$ cat src/rfks_pkg.sv
// rfks_pkg.sv: constants and types for the rf key sequencer and band select block
package rfks_pkg;

  // ==================================================================
  // clock and timing
  localparam int unsigned CLK_HZ            = 125_000_000;
  localparam int unsigned CLK_PERIOD_NS     = 8;
  localparam int unsigned KEY_DELAY_MS      = 20;
  localparam int unsigned KEY_DELAY_CYC     = (KEY_DELAY_MS * 1_000_000) / CLK_PERIOD_NS;
  localparam int unsigned DIVIDER_STAGES    = 12;
  localparam int unsigned GATE_CLOCK_HZ     = 3204;
  // crystal rate that a 12-stage divider turns into the gate clock
  localparam int unsigned XTAL_HZ           = GATE_CLOCK_HZ * (2 ** DIVIDER_STAGES);
  localparam int unsigned GATE_PERIOD_CYC   = CLK_HZ / GATE_CLOCK_HZ;
  localparam int unsigned RELAY_STEP_CYC    = 16;
  localparam int unsigned SUPPLY_HOLD_CYC   = 2 * KEY_DELAY_CYC;
  localparam int unsigned CLOCK_LOSS_CYC    = 4 * GATE_PERIOD_CYC;

  // ==================================================================
  // counter and band layout
  localparam int unsigned PRESCALE_DIV      = 64;
  localparam int unsigned COUNT_W           = 12;
  localparam int unsigned BAND_N            = 4;
  localparam int unsigned RELAY_W           = 2 * BAND_N;
  // window of one gate period: count = f / 64 / 3204 (about 146 at 30 MHz)
  localparam logic [COUNT_W-1:0] BAND1_TOP  = 12'h0C2;
  localparam logic [COUNT_W-1:0] BAND2_TOP  = 12'h0FD;
  localparam logic [COUNT_W-1:0] BAND3_TOP  = 12'h14B;
  localparam logic [RELAY_W-1:0] RELAY_NONE = 8'h00;

  // ==================================================================
  // carriers
  typedef struct packed {
    logic antenna_output_relay;
    logic drive_input_relay;
    logic relay_supply;
  } rfks_key_t;

  typedef struct packed {
    logic [RELAY_W-1:0] relays;
    logic [1:0]         band;
    logic               valid;
  } rfks_band_t;

endpackage : rfks_pkg

$ cat src/rfks_freq_counter.sv
// rfks_freq_counter.sv: prescaler and gated saturating counter for the rf drive
`timescale 1ns/10ps
`default_nettype none
module rfks_freq_counter #(
  parameter int unsigned COUNT_W = 12,
  parameter int unsigned DIV     = 64
) (
  input  wire logic               clk_sys,
  input  wire logic               reset,
  input  wire logic               rf_edge,
  input  wire logic               gate_en,
  input  wire logic               count_clear,
  output logic      [COUNT_W-1:0] count_q
);
  import rfks_pkg::*;

  if (DIV < 2 || (DIV & (DIV - 1)) != 0) begin : g_bad_div
    $error("prescaler divide must be a power of two");
  end

  localparam int unsigned PW = $clog2(DIV);

  logic [PW-1:0]      pre_q;
  logic [PW-1:0]      pre_d;
  logic               pre_tick;
  logic [COUNT_W-1:0] count_d;

  // ==================================================================
  // prescaler and counter
  always_comb begin
    pre_d    = pre_q;
    pre_tick = 1'b0;
    count_d  = count_q;
    if (rf_edge) begin
      pre_d    = pre_q + 1'b1;
      pre_tick = (pre_q == PW'(DIV - 1));
    end
    if (count_clear) begin
      count_d = '0;
      pre_d   = '0;
    end else if (gate_en && pre_tick && count_q != '1) begin
      count_d = count_q + 1'b1;
    end
  end

  always_ff @(posedge clk_sys) begin
    if (reset) begin
      pre_q   <= '0;
      count_q <= '0;
    end else begin
      pre_q   <= pre_d;
      count_q <= count_d;
    end
  end

endmodule : rfks_freq_counter
`default_nettype wire

$ cat src/rfks_top.sv
// rfks_top.sv: rf keying sequencer with frequency based filter band select
`timescale 1ns/10ps
`default_nettype none
module rfks_top #(
  parameter int unsigned KEY_DELAY  = rfks_pkg::KEY_DELAY_CYC,
  parameter int unsigned GATE_CYC   = rfks_pkg::GATE_PERIOD_CYC,
  parameter int unsigned LOSS_CYC   = rfks_pkg::CLOCK_LOSS_CYC,
  parameter int unsigned SUPPLY_CYC = rfks_pkg::SUPPLY_HOLD_CYC
) (
  input  wire logic                 clk_sys,
  input  wire logic                 reset,
  input  wire logic                 rf_present,
  input  wire logic                 direction_forward,
  input  wire logic                 rf_sample,
  input  wire logic                 crystal_tick,
  output var  rfks_pkg::rfks_key_t  key_q,
  output var  rfks_pkg::rfks_band_t band_q,
  output var  logic                 clock_lost_q
);
  import rfks_pkg::*;

  if (GATE_CYC < 8 || KEY_DELAY < 4 * GATE_CYC || LOSS_CYC <= GATE_CYC || SUPPLY_CYC < KEY_DELAY) begin : g_bad_timing
    $error("timing parameters inconsistent");
  end

  // ==================================================================
  // pin synchronisers: three stages, change counts when last two agree
  logic [2:0] s_pres_q, s_dir_q, s_rf_q, s_xt_q;
  logic       pres_q, dir_q, rf_q, xt_q;
  logic       pres_d, dir_d, rf_d, xt_d;
  logic       rf_edge, xt_edge;

  always_comb begin
    pres_d = (s_pres_q[1] == s_pres_q[2]) ? s_pres_q[2] : pres_q;
    dir_d  = (s_dir_q[1] == s_dir_q[2]) ? s_dir_q[2] : dir_q;
    rf_d   = (s_rf_q[1] == s_rf_q[2]) ? s_rf_q[2] : rf_q;
    xt_d   = (s_xt_q[1] == s_xt_q[2]) ? s_xt_q[2] : xt_q;
    rf_edge = rf_d & ~rf_q;
    xt_edge = xt_d & ~xt_q;
  end

  always_ff @(posedge clk_sys) begin
    if (reset) begin
      s_pres_q <= '0;
      s_dir_q  <= '0;
      s_rf_q   <= '0;
      s_xt_q   <= '0;
      pres_q   <= 1'b0;
      dir_q    <= 1'b0;
      rf_q     <= 1'b0;
      xt_q     <= 1'b0;
    end else begin
      s_pres_q <= {s_pres_q[1:0], rf_present};
      s_dir_q  <= {s_dir_q[1:0], direction_forward};
      s_rf_q   <= {s_rf_q[1:0], rf_sample};
      s_xt_q   <= {s_xt_q[1:0], crystal_tick};
      pres_q   <= pres_d;
      dir_q    <= dir_d;
      rf_q     <= rf_d;
      xt_q     <= xt_d;
    end
  end

  // ==================================================================
  // gate clock, timing one-shot pair, clock-loss monitor
  logic [DIVIDER_STAGES-1:0] div_q, div_d;
  logic                      gate_tick;
  logic [31:0]               tim_q, tim_d;
  logic                      win_a, win_b;
  logic [31:0]               loss_q, loss_d;
  logic                      lost_d;

  always_comb begin
    div_d     = div_q;
    gate_tick = 1'b0;
    if (xt_edge) begin
      div_d     = div_q + 1'b1;
      gate_tick = (div_q == '1);
    end
    tim_d = (gate_tick) ? 32'h0000_0000 : ((tim_q < GATE_CYC) ? tim_q + 32'h0000_0001 : tim_q);
    win_a = (tim_q >= 32'h0000_0002) && (tim_q < GATE_CYC - 32'h0000_0004);
    win_b = (tim_q < 32'h0000_0002);
    loss_d = (gate_tick) ? 32'h0000_0000 : ((loss_q < LOSS_CYC) ? loss_q + 32'h0000_0001 : loss_q);
    lost_d = (loss_d >= LOSS_CYC);
  end

  always_ff @(posedge clk_sys) begin
    if (reset) begin
      div_q        <= '0;
      tim_q        <= GATE_CYC;
      loss_q       <= 32'h0000_0000;
      clock_lost_q <= 1'b0;
    end else begin
      div_q        <= div_d;
      tim_q        <= tim_d;
      loss_q       <= loss_d;
      clock_lost_q <= lost_d;
    end
  end

  // ==================================================================
  // frequency counter
  logic [COUNT_W-1:0] count;
  logic               count_clear;

  assign count_clear = win_b & ~win_a;

  rfks_freq_counter #(
    .COUNT_W (COUNT_W),
    .DIV     (PRESCALE_DIV)
  ) u_counter (
    .clk_sys     (clk_sys),
    .reset       (reset),
    .rf_edge     (rf_edge),
    .gate_en     (win_a),
    .count_clear (count_clear),
    .count_q     (count)
  );

  // ==================================================================
  // band lookup: one latching relay per band, set coil and reset coil
  function automatic rfks_band_t band_lookup(input logic [COUNT_W-1:0] c);
    logic [1:0] b;
    b = 2'h0;
    if (c > BAND3_TOP) begin
      b = 2'h3;
    end else if (c > BAND2_TOP) begin
      b = 2'h2;
    end else if (c > BAND1_TOP) begin
      b = 2'h1;
    end
    band_lookup.band  = b;
    band_lookup.valid = 1'b1;
    for (int i = 0; i < BAND_N; i++) begin
      band_lookup.relays[2*i]   = (b == i[1:0]);
      band_lookup.relays[2*i+1] = (b != i[1:0]);
    end
  endfunction : band_lookup

  // ==================================================================
  // keying: one-shots and relay sequence
  typedef enum logic [1:0] {RFKS_IDLE, RFKS_DELAY, RFKS_OUT_ON, RFKS_BOTH_ON} rfks_state_t;
  rfks_state_t state_q, state_d;
  logic [31:0] dly_q, dly_d;
  logic [31:0] sup_q, sup_d;
  rfks_key_t   key_d;
  rfks_band_t  band_d;
  logic        qualified, keying_pulse;

  always_comb begin
    qualified    = pres_q & dir_q;
    state_d      = state_q;
    dly_d        = dly_q;
    keying_pulse = (sup_q != 32'h0000_0000);
    sup_d = qualified ? SUPPLY_CYC : ((sup_q != 32'h0000_0000) ? sup_q - 32'h0000_0001 : sup_q);
    band_d = band_q;
    // latch on timing window end and keying
    // lookup drives relay word
    // closed window's count still stands at the first cycle; the clear lands one edge later
    if (win_b && keying_pulse && tim_q == 32'h0000_0000) begin
      band_d = band_lookup(count);
    end
    if (!qualified || clock_lost_q) begin
      state_d = RFKS_IDLE;
      dly_d   = 32'h0000_0000;
    end else begin
      unique case (state_q)
        RFKS_IDLE: begin
          state_d = RFKS_DELAY;
          dly_d   = 32'h0000_0000;
        end
        RFKS_DELAY: begin
          dly_d = dly_q + 32'h0000_0001;
          // wait for a latched band too
          if (dly_q >= KEY_DELAY - 32'h0000_0001 && band_q.valid) begin
            state_d = RFKS_OUT_ON;
            dly_d   = 32'h0000_0000;
          end
        end
        RFKS_OUT_ON: begin
          dly_d = dly_q + 32'h0000_0001;
          if (dly_q >= RELAY_STEP_CYC - 1) begin
            state_d = RFKS_BOTH_ON;
          end
        end
        RFKS_BOTH_ON: begin
          state_d = RFKS_BOTH_ON;
        end
      endcase
    end
    key_d.antenna_output_relay = (state_d == RFKS_OUT_ON) || (state_d == RFKS_BOTH_ON);
    key_d.drive_input_relay    = (state_d == RFKS_BOTH_ON);
    key_d.relay_supply         = (sup_d != 32'h0000_0000);
  end

  always_ff @(posedge clk_sys) begin
    if (reset) begin
      state_q <= RFKS_IDLE;
      dly_q   <= 32'h0000_0000;
      sup_q   <= 32'h0000_0000;
      key_q   <= '0;
      band_q  <= '{relays: RELAY_NONE, band: 2'h0, valid: 1'b0};
    end else begin
      state_q <= state_d;
      dly_q   <= dly_d;
      sup_q   <= sup_d;
      key_q   <= key_d;
      band_q  <= band_d;
    end
  end
endmodule : rfks_top
`default_nettype wire

$ cat config.mk
export PLATFORM = sky130hd
export DESIGN_NAME = rfks_top
export DESIGN_NICKNAME = d
export VERILOG_FILES = /design/src/rfks_pkg.sv /design/src/rfks_freq_counter.sv /design/src/rfks_top.sv
export SDC_FILE = /design/constraint.sdc
export NUM_CORES = 1
export LEC_CHECK = 0
export BUFFER_PORTS_ARGS = -buffer_cell sky130_fd_sc_hd__buf_4
export CORE_ASPECT_RATIO = 0.7
export CORE_UTILIZATION = 38
export DETAILED_ROUTE_END_ITERATION = 7
export PLACE_DENSITY = 0.55
export SYNTH_ARGS = -nofsm -noshare
export SYNTH_HDL_FRONTEND = slang
export SYNTH_HIERARCHICAL = 1
export SYNTH_SLANG_ARGS = --single-unit
$ cat constraint.sdc
create_clock -name clk_sys -period 2.53 [get_ports clk_sys]
set_clock_uncertainty 0.15 [all_clocks]
set_input_delay 0.253 -clock clk_sys [delete_from_list [all_inputs] [get_ports clk_sys]]
set_output_delay 0.253 -clock clk_sys [all_outputs]
set_load 0.1 [all_outputs]
==> results of run 1 <==
[cell families (layout without fill, tap and decap cells)]
kind of cell,after synthesis,count (layout),share of synthesized area
flip-flops,191,191,0.432
AO/OA/AOI/OAI,154,154,0.117
multiplexers,5,5,0.00565
AND/OR/NAND/NOR,503,503,0.303
buffers and inverters,63,232,0.0297
adder cells (fa/ha/maj),17,17,0.0237
XOR/XNOR,90,90,0.0890
[power by group through the flow]
stage,Combinational [uW],Sequential (uW),Clock [uW]
floorplan,2020,3460,0
global placement,3470,3410,0
detailed placement,3420,3410,0
CTS,3730,3350,2660
global route,4690,3380,2780
finish,4380,3360,2590
[final timing paths]
kind            endpoint  slack (ns)  cells after the start
max             key_q[0]       -0.28                      9
min          s_pres_q[1]        0.29                      1
max reg2reg     key_q[0]       -0.28                      9
min reg2reg  s_pres_q[1]        0.29                      1
[layout make-up]
| type | count | area share |
|---|---|---|
| multi-input cells | 769 | 0.453 |
| flip-flops and latches | 191 | 0.334 |
| repair buffers | 184 | 0.125 |
| clock buffers | 20 | 0.0390 |
| well taps | 312 | 0.0341 |
| clock inverters | 11 | 0.00929 |
| inverters | 17 | 0.00557 |
[placed cells by master, fill, tap and decap left out, types with 22 or more instances in the layout]
cell and n:
nor2_1 125, xnor2_1 38, dfxtp_1 187, nand2_1 75
and3_1 23, o21ai_0 25, nand3_1 46, nor4_1 22
and2_1 38, a21oi_1 37, nand4_1 29, nor3_1 24
xor2_1 49, buf_4 169
[per-stage QoR]
stage                     instances  utilization  area, um2
after detailed placement       1460        0.456      10400
after global placement         1460        0.456      10400
after floorplan                1023            -       8890
after CTS                      1497        0.488      11100
after global routing           1504        0.504      11400
final                          1504        0.504      11400
[synth_stat cells, drive strengths merged (4+ instances only)]
library cell  instances
and3                 24
xor2                 50
a211oi               12
mux2i                 5
and2                 38
o21ai                28
o22ai                 5
nand3                49
nor2                136
o21bai                4
and4                  8
nor4                 39
nand2b                8
clkbuf               37
nand2                76
a21oi                39
inv                  17
nand4b                4
nand4                31
nor3                 36
a21o                  5
buf                   9
or2                   7
xnor2                40
ha                   16
o21a                 10
a31oi                10
a41oi                 4
dfxtp               191
or4                  14
nor2b                15
o31ai                10
or3                  11
[sequential cells by signal, indices dropped and copies added, names as in the netlist, 6 cells and up]
name               cells
dly_q                 32
loss_q                32
sup_q                 32
tim_q                 32
div_q                 12
u_counter/count_q     12
band_q                11
u_counter/pre_q        6
[metal layers]
metal  track usage  vias up
met2         0.249      127
met5             0        -
met3        0.0357       16
met4        0.0426        0
li1              -     3951
met1         0.283     3562
[repair_timing]
| action | in CTS | in global routing |
|---|---|---|
| hold buffers | 5 | 0 |
| cloned | 0 | 0 |
| pin swaps | 9 | 31 |
| hold endpoints to repair | 9 | 0 |
| setup buffers | 2 | 9 |
| gates resized for setup | 25 | 64 |
| setup endpoints to repair | 50 | 80 |
==> impl_metrics.csv, run 1 <==
group,metric,value,unit
status,status,"finished with violations",
status,violations,"negative setup slack",
global_route,antenna_found_initial,0,
worst_setup_path,rr_startpoint,"sup_q[19]",
power_and_ir_drop,internal_power,6830,uW
sta,finalCriticalPeriod,2.81,ns
logic_synthesis,synth_seq_cells,191,
logic_synthesis,yosys-top-cells-area,"dfxtp_1 (43%), nor2_1 (5.8%), xor2_1 (4.9%)",
power_and_ir_drop,p_clk_frac,0.251,
cts,cts_buffer_depth,2,
drt,drt_iter0_markers,551,
worst_setup_path,crit_chain,"or4_4, buf_4, or3_4, nor3_4, nand4_4, nor3_2, xnor2_1, a41o_1, a41oi_2",
worst_setup_path,crit_buf_inv,1,
final_layout,final_net_count,1202,
die,pin_count,21,
logic_synthesis,ys.flop_type,"dfxtp_1",
final_layout,multi_input_area,0.00518,mm2
logic_synthesis,syn_area,0.00886,mm2
logic_synthesis,syn_inst,1023,
sta,hold_ws,0.292,ns
cts,cts_htree_levels,4,
drt,wl_met3,749,um
cts,clk_latency,0.43,ns
power_and_ir_drop,p_per_area,902,mW/mm2
sta,final-hold-violation-count,0,
sta,setup_violations,19,
worst_setup_path,critPathKind,"reg2reg",
die,rows,46,
global_route,grt_pass1_vias,6969,
drt,wl_met1,11600,um
power_and_ir_drop,p_total,10300,uW
logic_synthesis,yosysTopAreaCellShare,0.432,
worst_setup_path,crit_path_top_delay_cell,"or4_4",
power_and_ir_drop,vdd_drop_max,0.626,mV
die,dieArea,0.0239,mm2
final_layout,areaGrowthSynthToFinish,29.3,%
drt,wirelength,21100,um
placement,dp_slack,-0.289,ns
placement,port_buffers,20,
worst_setup_path,required,2.69,ns
logic_synthesis,ys_seq_area_frac,0.432,
power_and_ir_drop,leakage,0.00448,uW
placement,place_congestion,0.832,
worst_setup_path,crit_family,"simple AND/OR/NAND/NOR gates",
logic_synthesis,syn_avg_cell_area,8.66,um2
logic_synthesis,synth-edff-count,0,
logic_synthesis,synth_cell_types,74,
global_route,grt_use_total,0.181,
final_layout,drive_gt1_frac,0.251,
die,dieHeight,130,um
global_route,grt_max_degree,33,
sta,fin_tns_setup,-1.46,ns
power_and_ir_drop,swShare,0.339,
logic_synthesis,ys.warnings.count,6,
worst_setup_path,critPathArrivalTime,2.97,ns
sta,final_max_slew_viol_count,0,
drt,drcViolationCount,0,
worst_setup_path,critical_path.max_fanout,2,
worst_setup_path,crit_path_start_kind,"flop",
final_layout,fillers,2128,
sta,timing.slew.headroom,0.543,
cts,clkTransAtPathRegs,0.07,ns
min_path,hold_path.class,"reg2reg",
die,core_area,0.0227,mm2
drt,top_layer,"met4",
flow_run,drv_cap,0,
die,die_x,184,um
drt,avgRoutedWirePerCell,14.0,um
cts,cts-root-buf,"clkbuf_16",
cts,cts_tree,"done",
drt,vias,7656,
power_and_ir_drop,p_sw,3500,uW
cts,cts_num_sinks,191,
sta,tightest_slew,0.680,ns
sta,min_period_over_period,1.11,
min_path,min_from,"s_pres_q[0]",
logic_synthesis,async_flop_share,0,
drt,wl_met2,8590,um
power_and_ir_drop,comb_power_share,0.424,
cts,numCtsBuffers,17,
final_layout,seqCellArea,0.00383,mm2
logic_synthesis,yosysTopAreaCell,"dfxtp_1",
logic_synthesis,syn_nets,1045,
worst_setup_path,critPathCaptureType,"flop",
final_layout,insertedDiodeCount,0,
drt,viasPerCell,5.09,
die,start_util,0.390,
worst_setup_path,startpoint,"sup_q[19]",
global_route,grt_pass1_wl,34800,um
sta,timing.final.ws_setup,-0.280,ns
drt,final_antenna_net_count,0,
drt,drt_first_pass_iters,5,
sta,fmax,356,MHz
global_route,grt_overflow,0,
worst_setup_path,max_stage_delay,0.54,ns
placement,detailed_place_hpwl,14500,um
sta,rsz0062_at_grt,"true",
power_and_ir_drop,seq_power_share,0.326,
Note: power is estimated with default switching activity, not from simulation.
==> run 2: changes to the inputs <==
==> constraint.sdc (replaced) <==
create_clock -name clk_sys -period 2.53 [get_ports clk_sys]
set_clock_uncertainty 0.15 [all_clocks]
set_input_delay 0 -clock clk_sys [delete_from_list [all_inputs] [get_ports clk_sys]]
set_output_delay 0 -clock clk_sys [all_outputs]
set_load 0.1 [all_outputs]
==> run 2 against run 1 <==
- the flow still finishes with violations (negative setup slack)
- clock-buffer cell count rose by 2
- clock power rose by 2%
- register-to-register slack got worse by 0.05 ns
- sequential share of layout area fell by 0.39 points
- combinational power barely moved
- total power rose by 0.66%
- flip-flop and latch count did not move
- global-route usage fell by 0.26 points
- critical path type unchanged
- critical endpoint unchanged
- highest routed layer unchanged
==> impl_metrics.csv, run 2 (same netlist as run 1, synthesis figures left out) <==
group,metric,value,unit
sta,timing.slew.headroom,0.577,
placement,detailed_place_hpwl,14500,um
drt,vias,7687,
status,status,"finished with violations",
drt,wirelength,21200,um
die,pin_count,21,
placement,dp_cells,1453,
power_and_ir_drop,p_clk_frac,0.254,
worst_setup_path,critPathCaptureType,"flop",
worst_setup_path,timing.rr.end,"key_q[0]",
cts,numCtsBuffers,17,
die,core_area,0.0227,mm2
sta,tightest_slew,0.630,ns
final_layout,most-common-layout-cells,"dfxtp_1 (186), buf_4 (170), nor2_1 (126)",
power_and_ir_drop,leakage,0.00451,uW
final_layout,fin_area,0.0116,mm2
global_route,antenna_found_initial,0,
status,violations,"negative setup slack",
placement,place_area,0.0103,mm2
cts,cts-root-buf,"clkbuf_16",
power_and_ir_drop,swShare,0.340,
power_and_ir_drop,vdd_drop_max,0.568,mV
cts,clkTransAtPathRegs,0.07,ns
drt,drt_iter0_markers,541,
global_route,grt_pass1_wl,34200,um
cts,cts_tree,"done",
final_layout,final_common_cell,"dfxtp_1",
sta,timing.final.ws_setup,-0.327,ns
global_route,met1_usage,0.273,
cts,cts_buffer_depth,2,
drt,final_antenna_net_count,0,
sta,fmax,350,MHz
worst_setup_path,critPathArrivalTime,3.00,ns
final_layout,drive_gt1_frac,0.259,
sta,setup_violations,20,
die,dieHeight,130,um
final_layout,areaGrowthSynthToFinish,30.8,%
sta,min_period_over_period,1.13,
sta,hold_ws,0.180,ns
drt,drt_first_pass_iters,5,
global_route,groute.layer.met3.usage,0.0427,
power_and_ir_drop,comb_power_share,0.421,
sta,finalCriticalPeriod,2.86,ns
final_layout,final_net_count,1206,
worst_setup_path,rr_worst_depth,8,
power_and_ir_drop,p_per_area,897,mW/mm2
final_layout,stdcell_count,1509,
die,die_x,184,um
sta,rsz0062_at_grt,"true",
worst_setup_path,startpoint,"sup_q[27]",
global_route,grt_overflow,0,
flow_run,drv_cap,0,
global_route,grt_pass1_vias,6799,
die,start_util,0.390,
drt,drcViolationCount,0,
global_route,grt_max_degree,46,
min_path,hold_path.class,"in2reg",
global_route,grt_use_total,0.178,
worst_setup_path,critical_path.max_fanout,4,
placement,port_buffers,20,
cts,cts_num_sinks,191,
die,dieArea,0.0239,mm2
worst_setup_path,endpoint,"key_q[0]",
worst_setup_path,critPathKind,"reg2reg",
final_layout,fillers,2112,
worst_setup_path,r2r_setup_slack,-0.33,ns
final_layout,insertedDiodeCount,0,
power_and_ir_drop,p_sw,3530,uW
cts,cts_htree_levels,4,
cts,clk_latency,0.43,ns
sta,final_max_slew_viol_count,0,
sta,final-hold-violation-count,0,
placement,place_congestion,0.867,
global_route,gr-usage-met2,0.245,
worst_setup_path,required,2.68,ns
drt,viasPerCell,5.09,
worst_setup_path,rr_startpoint,"sup_q[27]",
power_and_ir_drop,seq_power_share,0.325,
worst_setup_path,crit_path_start_kind,"flop",
power_and_ir_drop,internal_power,6860,uW
drt,avgRoutedWirePerCell,14.1,um
global_route,global_route.peak_usage_layer,"met1",
die,rows,46,
==> run 2: changes by cell type in the layout (fill, tap and decap cells not counted), moves of 2 or more <==
cell / previous run / this run
dlygate4sd3_1: 5 / 11
inv_6: 4 / 2
nor4_1: 22 / 20
a21oi_2: 2 / 5
a21oi_1: 37 / 34
buf_6: 10 / 7
clkinv_4: 1 / 4
clkbuf_8: 1 / 3
nand3_2: 2 / 4
nand3_1: 46 / 44
==> run 2: critical path: stages (launching register included) <==
cell	delay, ns
dfxtp_2	0.32
or4_4	0.53
or4_4	0.48
or3_4	0.40
nand4_4	0.17
xor2_4	0.20
and3_1	0.19
and3_1	0.18
a41oi_2	0.11
==> run 2: area by class of cell <==
cell class / instances / area, um2 / share of cell area
repair buffers: 188 / 1470 / 0.126
flip-flops and latches: 191 / 3830 / 0.331
multi-input cells: 769 / 5260 / 0.454
inverters: 17 / 63.8 / 0.00551
well taps: 312 / 390 / 0.0337
clock buffers: 22 / 474 / 0.0409
clock inverters: 10 / 103 / 0.00886
==> run 2: stage by stage <==
step | setup slack (ns) | total power [uW] | utilization | TNS (ns)
2_1_floorplan | -0.218 | 5480 | - | -0.470
3_3_place_gp | -0.300 | 6770 | 0.453 | -2.61
3_5_place_dp | -0.336 | 6770 | 0.453 | -3.17
4_1_cts | -0.214 | 9940 | 0.493 | -0.615
5_1_grt | -0.352 | 10900 | 0.510 | -2.99
6_report | -0.327 | 10400 | 0.510 | -1.58
==> run 2: repair_timing <==
action                                 4_1_cts  5_1_grt
endpoints found under the hold margin       21        9
buffers inserted                             6       10
pin swaps                                   16       33
setup endpoints to repair                   42       76
hold buffers                                10        1
gates resized for setup                     37       65
==> run 2: worst min path at each step <==
stage | end | slack (ns) | cells past startpoint | from
after floorplan | s_dir_q[0] | -0.02 | 1 | direction_forward
after global placement | s_pres_q[0] | 0.08 | 2 | rf_present
after detailed placement | s_xt_q[0] | 0.08 | 2 | crystal_tick
after CTS | state_q[1] | -0.24 | 2 | reset
after global routing | s_rf_q[0] | 0.20 | 3 | rf_sample
final | s_pres_q[0] | 0.18 | 3 | rf_present
==> run 2: metal layers <==
metal | vias to the layer above | routed length [um] | part of all wire
met4 | 0 | 212 | 0.010
met3 | 19 | 750 | 0.035
met5 | - | 0 | 0
met2 | 137 | 8690 | 0.41
li1 | 3964 | - | -
met1 | 3567 | 11600 | 0.55
==> run 2: power groups by stage <==
stage	clock network [uW]	registers, uW	logic, uW
floorplan	0	3460	2020
global placement	0	3410	3350
detailed placement	0	3420	3360
CTS	2710	3360	3870
global route	2850	3390	4690
finish	2640	3370	4380
==> run 3: changes to the inputs <==
--- a/config.mk
+++ b/config.mk
@@ -8,6 +8,7 @@
 export BUFFER_PORTS_ARGS = -buffer_cell sky130_fd_sc_hd__buf_4
 export CORE_ASPECT_RATIO = 0.7
 export CORE_UTILIZATION = 38
+export CTS_BUF_LIST = sky130_fd_sc_hd__clkbuf_16
 export DETAILED_ROUTE_END_ITERATION = 7
 export PLACE_DENSITY = 0.55
 export SYNTH_ARGS = -nofsm -noshare
==> run 3 against run 2 <==
- the run still ends with negative setup slack left
- total power shrank 0.85%
- cell area down 0.23%
- critical endpoint unchanged
- global-route usage shrank 0.067 points
- critical path type unchanged
- setup slack improved by 0.011 ns
- register-to-register slack hardly changed
- via count decreased by 0.14%
- maximum frequency grew 0.39%
- first-iteration DRC count down 4.4%
- routed wire length about the same
- largest cell class unchanged
- clock power is 4% lower
==> impl_metrics.csv, run 3 (same netlist as run 1, synthesis figures left out) <==
group,metric,value,unit
die,dieArea,0.0239,mm2
sta,timing.final.ws_setup,-0.316,ns
placement,place_area,0.0103,mm2
final_layout,most-common-layout-cells,"dfxtp_1 (186), buf_4 (169), nor2_1 (126)",
drt,wirelength,21200,um
final_layout,final_net_count,1206,
cts,numCtsBuffers,17,
status,status,"finished with violations",
worst_setup_path,max_stage_delay,0.53,ns
cts,clkTransAtPathRegs,0.07,ns
worst_setup_path,critPathKind,"reg2reg",
flow_run,drv_cap,0,
power_and_ir_drop,p_per_area,891,mW/mm2
sta,finalCriticalPeriod,2.85,ns
die,die_x,184,um
placement,detailed_place_hpwl,14500,um
cts,cts_htree_levels,4,
sta,final-hold-violation-count,0,
drt,avgRoutedWirePerCell,14.1,um
die,dieHeight,130,um
worst_setup_path,crit_path_top_delay_cell,"or4_4",
global_route,grt_pass1_wl,34200,um
power_and_ir_drop,vdd_drop_max,0.570,mV
placement,dp_slack,-0.336,ns
drt,drt_iter0_markers,517,
die,core_area,0.0227,mm2
cts,cts_tree,"done",
die,pin_count,21,
final_layout,fin_area,0.0116,mm2
sta,fmax,351,MHz
global_route,grt_overflow,0,
global_route,grt_use_total,0.178,
sta,final_max_slew_viol_count,0,
sta,rsz0062_at_grt,"true",
sta,setup_violations,19,
cts,clk_latency,0.43,ns
worst_setup_path,critPathCaptureType,"flop",
drt,final_antenna_net_count,0,
sta,timing.slew.headroom,0.573,
drt,drcViolationCount,0,
drt,vias,7676,
die,start_util,0.390,
sta,min_period_over_period,1.12,
worst_setup_path,crit_chain,"or4_4, or4_4, or3_4, nand4_4, xor2_4, and3_1, and3_1, a41oi_2",
sta,tightest_slew,0.635,ns
final_layout,areaGrowthSynthToFinish,30.5,%
worst_setup_path,required,2.68,ns
worst_setup_path,critPathArrivalTime,2.99,ns
min_path,hold_path.class,"in2reg",
cts,cts_buffer_depth,2,
placement,place_congestion,0.867,
worst_setup_path,critical_path.max_fanout,4,
cts,cts_num_sinks,191,
final_layout,insertedDiodeCount,0,
drt,drt_first_pass_iters,5,
status,violations,"negative setup slack",
final_layout,final_common_cell,"dfxtp_1",
die,rows,46,
final_layout,drive_gt1_frac,0.256,
global_route,grt_pass1_vias,6798,
cts,cts-root-buf,"clkbuf_16",
global_route,grt_max_degree,46,
power_and_ir_drop,leakage,0.00451,uW
drt,viasPerCell,5.09,
placement,port_buffers,20,
global_route,antenna_found_initial,0,
worst_setup_path,crit_path_start_kind,"flop",
run 3: changes by cell type in the layout (fill, tap and decap cells not counted):
| cell | delta |
|---|---|
| buf_6 | +1 |
| buf_4 | -1 |
| clkbuf_8 | -3 |
| clkinv_1 | +3 |
| inv_1 | +2 |
| clkbuf_1 | -2 |
run 3: worst paths after layout:
path                    from     endpoint  slack [ns]  depth (start not counted)
setup / recovery   sup_q[27]     key_q[0]       -0.32                          8
setup reg to reg   sup_q[27]     key_q[0]       -0.32                          8
hold reg to reg    s_xt_q[0]    s_xt_q[1]        0.30                          1
hold / removal    rf_present  s_pres_q[0]        0.18                          3
run 3: power breakdown:
group | leakage (uW) | internal, uW | switching, uW | total [uW]
clock | 0.000269 | 1350 | 1190 | 2540
sequential | 0.00155 | 3220 | 149 | 3370
combinational | 0.00269 | 2190 | 2200 | 4390
run 3: final cells by class:
class                   instances  area [um2]
multi-input cells             769        5260
clock inverters                15         121
clock buffers                  17         425
repair buffers                188        1470
fillers                      2119       11200
inverters                      17        63.8
well taps                     312         390
flip-flops and latches        191        3830
run 3: metal layers:
| layer | up-vias | track usage | wire length, um |
|---|---|---|---|
| met5 | - | 0 | 0 |
| met3 | 27 | 0.0394 | 748 |
| met1 | 3557 | 0.273 | 11600 |
| met2 | 130 | 0.245 | 8620 |
| li1 | 3962 | - | - |
| met4 | 0 | 0.0466 | 282 |
run 3: timing repair:
item	CTS	global route
pin swaps	16	33
setup endpoints to repair	42	76
setup buffers	6	10
hold buffers	10	1
resized for setup	37	66
endpoints found under the hold margin	21	9
run 3: critical path: cells and delay by family (launching register included):
family	cells	cell delay, ns
XOR/XNOR	1	0.20
AND/OR/NAND/NOR	6	1.93
AO/OA/AOI/OAI	1	0.11
flip-flops	1	0.32
run 3: through the flow:
stage,util,power [uW],TNS [ns],instances,hold slack (ns)
after detailed placement,0.453,6770,-3.17,1453,0.0792
after floorplan,-,5480,-0.470,1023,-0.0218
final,0.508,10300,-1.53,1509,0.180
after global routing,0.508,10800,-3.05,1509,0.206
after CTS,0.492,9830,-0.614,1500,-0.239
after global placement,0.453,6770,-2.61,1453,0.0792
